**src/shared/pin_cfg_regs.svh**
```systemverilog
// Register offsets, field positions, reset values and timing counts
`ifndef PIN_CFG_REGS_SVH
`define PIN_CFG_REGS_SVH

`define PIN_CFG_OFFSET    12'h1e0
`define PIN_STATUS_OFFSET 12'h1f0
`define PIN_CFG_RESET     32'h0000_0000
`define PIN_CFG_MASK      32'h0707_0707
`define BUF_LSB           0
`define EVT_OE_LSB        8
`define POL_LSB           16
`define CHSEL_LSB         24
`define ST_RDVAL_LSB      0
`define ST_ISOUT_LSB      8
`define ST_IRQ_LSB        16
`define ST_TCLR_LSB       24
`define CLK_PERIOD_NS     20
`define IRQ_MIN_NS        40
`define IRQ_MIN_CYCLES    (((`IRQ_MIN_NS) + (`CLK_PERIOD_NS) - 1) / (`CLK_PERIOD_NS))

`endif

```
**src/shared/pin_cfg_pkg.sv**
```systemverilog
// Types shared by the pin configuration logic
package pin_cfg_pkg;
  typedef enum logic {CHAN_A, CHAN_B}                chan_t;
  typedef enum logic {DRV_OPEN_DRAIN, DRV_PUSH_PULL} drv_t;
  typedef logic [2:0]                                pin_vec_t;
endpackage

```
**src/logic/pin_cfg_block.sv**
```systemverilog
// Pin configuration register, APB slave and per-pin event output
// Summary of operation
// - Channel select bit picks event A or B
// - Active level bit sets irq and event level
// - Pin held at active level for IRQ_MIN cycles sets interrupt flag
// - Routed event driven at chosen active level
// - Active level also sets timer clear level
// - Zero triggers low level, one triggers high
// - Event output enable bit allows event output
// - Event output enable forces pin to output
// - Event output keeps selected driver type
// - Driver type: zero open-drain, one push/pull
// - Open-drain drives only while its output value (data, or routed event at its level) is zero
// - Open-drain event, polarity zero idle: undriven
// - Direction bit: zero input, one output
//
// Design decision made here: the APB register port.
`timescale 1ns/100ps
`include "pin_cfg_regs.svh"
module pin_cfg_block #(
  parameter int NUM_PINS = 3,
  parameter int IRQ_MIN  = `IRQ_MIN_CYCLES
) (
  // Clock and reset
  input  wire logic                  pclk,
  input  wire logic                  presetn,
  // APB slave
  input  wire logic                  psel,
  input  wire logic                  penable,
  input  wire logic                  pwrite,
  input  wire logic [11:0]           paddr,
  input  wire logic [31:0]           pwdata,
  input  wire logic [3:0]            pstrb,
  output logic      [31:0]           prdata,
  output logic                       pready,
  output logic                       pslverr,
  // Data and direction register bits
  input  wire pin_cfg_pkg::pin_vec_t pin_direction,
  input  wire pin_cfg_pkg::pin_vec_t pin_data,
  // Time unit event channels
  input  wire logic                  evt_a,
  input  wire logic                  evt_b,
  // Pins
  input  wire pin_cfg_pkg::pin_vec_t pin_in,
  output pin_cfg_pkg::pin_vec_t      pin_out,
  output pin_cfg_pkg::pin_vec_t      pin_oe_n,
  // Status towards other blocks
  output pin_cfg_pkg::pin_vec_t      pin_irq_set,
  output pin_cfg_pkg::pin_vec_t      timer_clear_hit,
  output pin_cfg_pkg::pin_vec_t      pin_is_output,
  output pin_cfg_pkg::pin_vec_t      pin_read_value
);
  import pin_cfg_pkg::*;

  generate
    if (NUM_PINS != 3) begin : g_bad_pins
      $error("NUM_PINS must be 3 to match the register layout");
    end
    if (IRQ_MIN < 1) begin : g_bad_min
      $error("IRQ_MIN must be at least one cycle");
    end
  endgenerate

  ////////////////////////////////////////////////////////////////////////////
  // APB decode

  logic        setup_ph;
  logic        access_ph;
  logic        hit_cfg;
  logic        hit_status;
  logic        addr_ok;
  logic [31:0] wmask;

  always_comb begin
    setup_ph   = psel && !penable;
    access_ph  = psel && penable;
    hit_cfg    = (paddr == `PIN_CFG_OFFSET);
    hit_status = (paddr == `PIN_STATUS_OFFSET);
    addr_ok    = hit_cfg || hit_status;
    wmask      = {{8{pstrb[3]}}, {8{pstrb[2]}}, {8{pstrb[1]}}, {8{pstrb[0]}}};
  end

  assign pready  = 1'b1;
  assign pslverr = access_ph && !addr_ok;

  ////////////////////////////////////////////////////////////////////////////
  // Configuration register

  logic [31:0] cfg_reg, cfg_next;

  always_comb begin
    cfg_next = cfg_reg;
    if (access_ph && pwrite && hit_cfg) begin
      cfg_next = ((cfg_reg & ~wmask) | (pwdata & wmask)) & `PIN_CFG_MASK;
    end
  end

  always_ff @(posedge pclk or negedge presetn) begin
    if (!presetn) begin
      cfg_reg <= `PIN_CFG_RESET;
    end else begin
      cfg_reg <= cfg_next;
    end
  end

  pin_vec_t driver_type_select;
  pin_vec_t event_output_enable;
  pin_vec_t pin_active_level;
  pin_vec_t event_channel_select;

  assign driver_type_select   = cfg_reg[`BUF_LSB +: 3];
  assign event_output_enable  = cfg_reg[`EVT_OE_LSB +: 3];
  assign pin_active_level     = cfg_reg[`POL_LSB +: 3];
  assign event_channel_select = cfg_reg[`CHSEL_LSB +: 3];

  ////////////////////////////////////////////////////////////////////////////
  // Pin cells

  genvar gi;
  generate
    for (gi = 0; gi < NUM_PINS; gi++) begin : g_pin
      pin_drive_cell #(
        .IRQ_MIN (IRQ_MIN)
      ) u_cell (
        .pclk                 (pclk),
        .presetn              (presetn),
        .driver_type_select   (drv_t'(driver_type_select[gi])),
        .event_output_enable  (event_output_enable[gi]),
        .pin_active_level     (pin_active_level[gi]),
        .event_channel_select (chan_t'(event_channel_select[gi])),
        .pin_direction        (pin_direction[gi]),
        .data_bit             (pin_data[gi]),
        .evt_a                (evt_a),
        .evt_b                (evt_b),
        .pin_in               (pin_in[gi]),
        .pin_out              (pin_out[gi]),
        .pin_oe_n             (pin_oe_n[gi]),
        .irq_hit              (pin_irq_set[gi]),
        .tclr_hit             (timer_clear_hit[gi]),
        .is_output            (pin_is_output[gi]),
        .read_value           (pin_read_value[gi])
      );
    end
  endgenerate

  ////////////////////////////////////////////////////////////////////////////
  // Read data

  logic [31:0] prdata_reg, prdata_next;
  logic [31:0] status_word;

  always_comb begin
    status_word                     = 32'h0000_0000;
    status_word[`ST_RDVAL_LSB +: 3] = pin_read_value;
    status_word[`ST_ISOUT_LSB +: 3] = pin_is_output;
    status_word[`ST_IRQ_LSB +: 3]   = pin_irq_set;
    status_word[`ST_TCLR_LSB +: 3]  = timer_clear_hit;
    prdata_next = prdata_reg;
    if (setup_ph && !pwrite) begin
      if (hit_cfg) begin
        prdata_next = cfg_reg & `PIN_CFG_MASK;
      end else if (hit_status) begin
        prdata_next = status_word;
      end else begin
        prdata_next = 32'h0000_0000;
      end
    end
  end

  always_ff @(posedge pclk or negedge presetn) begin
    if (!presetn) begin
      prdata_reg <= 32'h0000_0000;
    end else begin
      prdata_reg <= prdata_next;
    end
  end

  assign prdata = prdata_reg;

  ////////////////////////////////////////////////////////////////////////////
  // Checks on pin 0 and on the APB register port

  logic hit0;
  logic evt_sel0;

  assign hit0     = (pin_in[0] == pin_active_level[0]);
  assign evt_sel0 = event_channel_select[0] ? evt_b : evt_a;
endmodule

```
**src/logic/pin_drive_cell.sv**
```systemverilog
// One pin: driver, event routing, level detect and read value
`timescale 1ns/100ps
`include "pin_cfg_regs.svh"
module pin_drive_cell #(
  parameter int IRQ_MIN = `IRQ_MIN_CYCLES
) (
  // Clock and reset
  input  wire logic                 pclk,
  input  wire logic                 presetn,
  // Configuration
  input  wire pin_cfg_pkg::drv_t    driver_type_select,
  input  wire logic                 event_output_enable,
  input  wire logic                 pin_active_level,
  input  wire pin_cfg_pkg::chan_t   event_channel_select,
  input  wire logic                 pin_direction,
  input  wire logic                 data_bit,
  // Events and pin
  input  wire logic                 evt_a,
  input  wire logic                 evt_b,
  input  wire logic                 pin_in,
  output logic                      pin_out,
  output logic                      pin_oe_n,
  // Results
  output logic                      irq_hit,
  output logic                      tclr_hit,
  output logic                      is_output,
  output logic                      read_value
);
  import pin_cfg_pkg::*;

  localparam int CNT_W = $clog2(IRQ_MIN + 1);

  generate
    if (IRQ_MIN < 1) begin : g_bad_min
      $error("IRQ_MIN must be at least one cycle");
    end
  endgenerate

  logic             out_reg,  out_next;
  logic             oe_n_reg, oe_n_next;
  logic             irq_reg,  irq_next;
  logic             tclr_reg, tclr_next;
  logic             dir_reg,  dir_next;
  logic             rd_reg,   rd_next;
  logic [CNT_W-1:0] cnt_reg,  cnt_next;
  logic             evt_sel;
  logic             drive_val;
  logic             hit;

  always_comb begin
    evt_sel   = (event_channel_select == CHAN_B) ? evt_b : evt_a;
    drive_val = event_output_enable ? (evt_sel ~^ pin_active_level) : data_bit;
    dir_next  = event_output_enable | pin_direction;
    hit       = (pin_in == pin_active_level);
    out_next  = 1'b0;
    oe_n_next = 1'b1;
    if (dir_next) begin
      if (driver_type_select == DRV_PUSH_PULL) begin
        out_next  = drive_val;
        oe_n_next = 1'b0;
      end else begin
        oe_n_next = drive_val;
      end
    end
    cnt_next  = hit ? ((cnt_reg == CNT_W'(IRQ_MIN)) ? cnt_reg : cnt_reg + 1'b1) : '0;
    irq_next  = hit && (cnt_reg >= CNT_W'(IRQ_MIN - 1));
    tclr_next = hit;
    rd_next   = dir_next ? data_bit : pin_in;
  end

  always_ff @(posedge pclk or negedge presetn) begin
    if (!presetn) begin
      out_reg  <= 1'b0;
      oe_n_reg <= 1'b1;
      irq_reg  <= 1'b0;
      tclr_reg <= 1'b0;
      dir_reg  <= 1'b0;
      rd_reg   <= 1'b0;
      cnt_reg  <= '0;
    end else begin
      out_reg  <= out_next;
      oe_n_reg <= oe_n_next;
      irq_reg  <= irq_next;
      tclr_reg <= tclr_next;
      dir_reg  <= dir_next;
      rd_reg   <= rd_next;
      cnt_reg  <= cnt_next;
    end
  end

  assign pin_out    = out_reg;
  assign pin_oe_n   = oe_n_reg;
  assign irq_hit    = irq_reg;
  assign tclr_hit   = tclr_reg;
  assign is_output  = dir_reg;
  assign read_value = rd_reg;
endmodule

```
**config.mk**
```make
export PLATFORM = sky130hd
export DESIGN_NAME = pin_cfg_block
export DESIGN_NICKNAME = d
export VERILOG_FILES = /design/src/shared/pin_cfg_pkg.sv /design/src/logic/pin_cfg_block.sv /design/src/logic/pin_drive_cell.sv
export VERILOG_INCLUDE_DIRS = /design/src /design/src/shared
export SDC_FILE = /design/constraint.sdc
export NUM_CORES = 1
export LEC_CHECK = 0
export CAP_MARGIN = 20
export CORE_ASPECT_RATIO = 0.5
export CORE_MARGIN = 3
export CORE_UTILIZATION = 45
export CTS_BUF_LIST = sky130_fd_sc_hd__clkbuf_16
export DETAILED_ROUTE_END_ITERATION = 12
export DONT_BUFFER_PORTS = 1
export GPL_TIMING_DRIVEN = 0
export PLACE_DENSITY = 0.63
export SYNTH_ARGS = -nofsm -noshare
export SYNTH_HDL_FRONTEND = slang
export SYNTH_SLANG_ARGS = --single-unit
```
**constraint.sdc**
```tcl
create_clock -name pclk -period 1.3 [get_ports pclk]
set_input_delay 0.195 -clock pclk [delete_from_list [all_inputs] [get_ports pclk]]
set_output_delay 0.195 -clock pclk [all_outputs]
set_load 0.01 [all_outputs]
```
=== Word level (Yosys, flattened, before mapping) ===
Cells that the tools add are included.

* Bitwise operators: 10
* $lt $le $gt $ge: 3
* Equal/unequal tests: 11
* Reductions and logical operators: 13
* Add/sub/neg operators: 3
* Muxes and demuxes: 29

{| class="wikitable"
|+ Operators with widths
! operator !! number
|-
| AND 27 bit || 2
|-
| 2-to-1 mux 32 bit || 1
|-
| 2-to-1 mux 27 bit || 1
|-
| inverter 27 bit || 1
|-
| OR 27 bit || 1
|-
| equality test 12 x 9 -> 1 bit, second input constant || 2
|-
| 2-to-1 mux 1 bit || 21
|-
| 2-to-1 mux 2 bit || 6
|-
| logical AND 1 bit || 9
|-
| adder 2 x 1 -> 2 bit, second input constant || 3
|-
| equality test 2 bit, second input constant || 3
|-
| >= comparator 2 x 1 -> 1 bit, second input constant || 3
|-
| inequality test 2 bit, second input constant || 3
|-
| equality test 1 bit || 3
|-
| logical NOT 1 bit || 3
|-
| OR 1 bit || 3
|-
| XNOR 1 bit || 3
|-
| logical OR 1 bit || 1
|}

* Register bits: 68
* Logic and storage cells: 92

=== Longest topological paths before layout ===
* Depth after elaboration: 5
* Mapped depth: 5
* Mapped depth without buffers: 4

=== Hierarchy ===
A second synthesis with hierarchy kept.

* Cells, all modules: 194
* Area, all modules: 2347.3 µm²

{| class="wikitable"
|+ Modules (own cells, without submodules)
! module !! seq. area each (µm²) !! cells each !! instances !! area an instance (µm²)
|-
| pin_cfg_block || 600.6 || 101 || 1 || 1224.9
|-
| pin_drive_cell || 201.4 || 31 || 3 || 374.1
|}

=== Worst setup path before layout ===
Ideal clock, no wire load.

* Kind: input -> register
* Start: in paddr[1]
* End: reg with a tool-made name
* Path slack: -0.298 ns
* Setup time: 0.125 ns
* Arrival: 1.473 ns
* Stages on the path: 4
* Buffers on the path: 0
* Cell sequence: or4_4 nor4_4 nand2_1 mux2_2

{| class="wikitable"
|+ RTL lines
! element !! line !! RTL
|-
| from (decl) || pin_cfg_block.sv:31 || <nowiki>input wire logic [11:0] paddr,</nowiki>
|}

==> results.md <==
- The run finished, with violations left.
- The checks that failed: negative hold slack, negative setup slack.
- The root buffer cell chosen for the clock tree is clkbuf_16.
- The smallest clock period supported by the final layout is computed as 1.344 ns.
- The main flop type after synthesis is dfrtp_1.
- The worst hold slack is -0.4008 ns.
- The async set-reset flop share out of synthesis is 100.0%.
- In this run the tool buffered the top-level ports with 0 buffer cells.
- The critical path data required time is 1.47 ns.
- The count of nets after finishing is 304.
- Global routing finished with a remaining overflow of 0.
- STA classifies the critical path endpoint as a flop.
- Dividing the final minimum period by the clock period gives 103.4%.
- STA classifies the critical path startpoint as a primary input.
- The filler cells instantiated in the layout total 452.
- The cell area after synthesis is 2384 µm².
- The TritonCTS clock tree is built.
- In the final timing run, aggregate negative setup slack is -0.4202 ns.
- The hold violation total from the final report is 48.
- For this configuration, the core starts out at a cell density of 47.46%.
- The combinational family with the most area after synthesis is buffers and inverters.
- Once detail routing completed, the nets flagged for antenna violations numbered 0.
- The maximum fanout encountered on the critical timing path is 4.
- The post-synthesis register bit count is 48.
- Across all setup checks in the final design, the least slack found is -0.04376 ns.
- For this run, the number of Yosys warnings is 0.
- The detailed-route DRC error count is 0.
- Based on the critical path, the design can be clocked at up to 744.2 MHz.
- Summing the areas of all compound-gate instances in the mapped netlist gives 5.879% of the synthesized area.
- The worst-case headroom to the max-slew limit is 63.27%.
- A synthesized cell averages 11.68 µm².
- Across every metal layer, demand over resource in global routing totals 15.74%.
- Dividing total power by cell area gives a power density of 1335 nW/µm².
- The total clock buffers created by CTS is 5.
- The first TritonRoute pass finished after 6 iterations.
- Setup repair after global routing could not meet its margin everywhere.
- The number of distinct standard cells referenced by the synthesized netlist is 29.
- The buffering stage count on the worst path with inverters included is 1.
- The final setup skew is 0.002715 ns.
- Leaving out fill and tap cells, the most frequent cells in the layout are dfrtp_1 (45), buf_4 (42), conb_1 (21).
- The global-route wire length before repair is 7.431 mm.
- The routability-driven placement congestion ratio is 0.7195.
- STA puts the critical path data arrival time at 1.51 ns.
- On the worst path, the slowest cell contributes a delay of 0.55 ns.
- The leakage power total is 1.474 nW.
- Summing the areas of all fa, ha and maj instances in the mapped netlist gives 3.150% of the synthesized area.
- By startpoint and endpoint, the worst setup path is classified as primary input to flop.
- The tightest min-delay check is of the primary input to async pin type.
- The library cell used most frequently in the layout, excluding fill and tap cells, is dfrtp_1.
- After Yosys synthesis, and, or, nand and nor cells account for 11.81% of the synthesized area.
- The worst slack after detailed placement is -0.4455 ns.
- The clock passes through at most 2 buffers.
- The design draws 3.743 mW.
- Summing the areas of all xor and xnor instances in the mapped netlist gives 3.307% of the synthesized area.
- The count of clock tree sinks is 48.
- Traced cell by cell, the critical path runs through or4_4 > nor4_4 > buf_6 > nand2_4 > mux2_2.
- The die footprint is 6259 µm².
- Pin placement for this block handled 116 I/O pins.
- Sequential elements use 50.55% of the synthesized area.
- The pin count of the biggest net entering global routing is 49.
- The average wire length per cell after detail routing is 15.69 µm.
- The final layout contains routed wiring with a total length of 4.784 mm.
- Summing all placed instances gives a cell area of 2550 µm².
- The vias per cell is 4.810.
- Synthesis handed over a netlist of 204 instances.
- Across the run, the number of max-cap violations was 0.
- In the synthesized netlist, mux cells make up 10.03% of the area.
- The floorplan has 18 rows.
- Counting buffers and inverters, the worst setup path is 5 cells deep.
- The initial antenna violation count was 0.
- The number of flops mapped to enable cells by yosys is 0.
- The top-area cell type share of the netlist area is 47.24%.
- The share of cells above drive strength 1 is 35.74%.
- For this block, the via count after detailed routing is 1,467.
- The synthesized design spends more area on one cell type than any other, namely dfrtp_1.
- The floorplan core area is 5022 µm².
- The overall die width is 108.9 µm.
- The number of antenna diodes in the final layout is 0.
- IR analysis of the VDD net gives a maximum drop of 0.5784 mV.
- The CTS clock-pin slew for the worst setup and hold paths is 0.06 ns.
- For the pin with the worst max-slew slack, the measured transition is 0.5498 ns.
- For this design, the slowest cell found on the critical path is or4_4.
- Relative to the synthesized area, the layout overhead comes to 17.64%.
- Ranked by total cell area, the synthesized netlist is headed by dfrtp_1 (47%), buf_4 (13%), mux2_2 (7.1%).
- For this block, the initial DRC count from the detailed router was 33.
- The HPWL after detailed placement is 3.561 mm.
- The final non-filler cell area is 2804 µm².
- The gate family responsible for the most delay along the worst path is simple AND/OR/NAND/NOR gates.
- CTS built an H-tree with a depth of 2.
- Setup violations remaining at the end of the flow were counted as 12.
- The floorplan step set the die height to 57.46 µm.
- The later pin in the worst-skew pair is clocked with a latency of 0.28 ns.
- The cell count of the worst reg-to-reg path is 3.
- The via count of the first global-routing pass is 1,509.
- The final max-slew violation count was 0.
## metrics by stage
stage	hold slack [ns]	util [%]	cells
floorplan	-0.1006	-	223
detailed placement	-0.09968	50.77	293
global placement	-0.09945	50.77	293
finish	-0.4008	55.83	305
global route	-0.4132	55.83	305
CTS	-0.4085	54.71	302
## worst paths after layout
| check | startpoint | to | slack (ns) |
|---|---|---|---|
| max in group asynchronous | presetn | g_pin[2].u_cell.pin_oe_n | 1.51 |
| worst max register to register | flop | g_pin[0].u_cell.read_value | 0.05 |
| min in group pclk | pwdata[25] | flop | 0.06 |
| worst min register to register | flop | g_pin[0].u_cell.pin_oe_n | 0.49 |
| worst min-delay path | presetn | prdata[8] | -0.40 |
| worst max-delay path | paddr[10] | flop | -0.04 |
## repair_timing
action                     in CTS  in global routing
resized for setup               9                  7
pin swaps                       1                  4
cloned                          0                  0
setup endpoints to repair      22                 25
hold endpoints to repair       48                 48
setup buffers                   1                  3
## report_power, final
group / switching [mW] / internal (mW) / leakage, nW
Clock: 0.526 / 0.896 / 0.0850
Sequential: 0.0890 / 1.63 / 0.630
Combinational: 0.299 / 0.299 / 0.759
## worst register-to-register path, cell delays in order, from the launching register on
cell and delay (ns):
dfrtp_1 0.42, or2_2 0.30, clkbuf_1 0.14, mux2_2 0.28
## layout make-up
class | instances | area [µm²] | share of cell area [%]
tap | 70 | 87.58 | 3.124
clock inverter | 3 | 38.79 | 1.383
multi-input combinational | 122 | 948.4 | 33.82
buffer | 44 | 331.6 | 11.83
inverter | 9 | 33.78 | 1.205
timing repair buffer | 4 | 33.78 | 1.205
clock buffer | 5 | 125.1 | 4.462
sequential | 48 | 1205 | 42.97
## kinds of logic after synthesis
family                   after synthesis
other                                  2
AND/OR/NAND/NOR                       49
multiplexers                          22
adder cells (fa/ha/maj)                6
buffers and inverters                 53
XOR/XNOR                               9
AO/OA/AOI/OAI                         15
flip-flops                            48
## layer usage
layer  track usage, %  vias to the layer above  part of all wire, %
met1            20.30                      702                   40
met3            4.520                        7                  9.6
met4            4.856                        0                  1.1
met2            25.92                       74                   49
met5                0                        -                    0
li1                 -                      684                    -
## synth_stat cells, drive strengths merged (2+ instances only)
library cell,count
and2,2
nand4b,2
nor3,3
mux2i,7
o31ai,2
ha,6
dfstp,3
nor2,13
inv,9
clkbuf,3
a221o,12
buf,41
xor2,7
nand2,8
xnor2,2
dfrtp,45
or2,3
mux2,15
nor2b,12
conb,2
(Power assumes the default switching activity.)
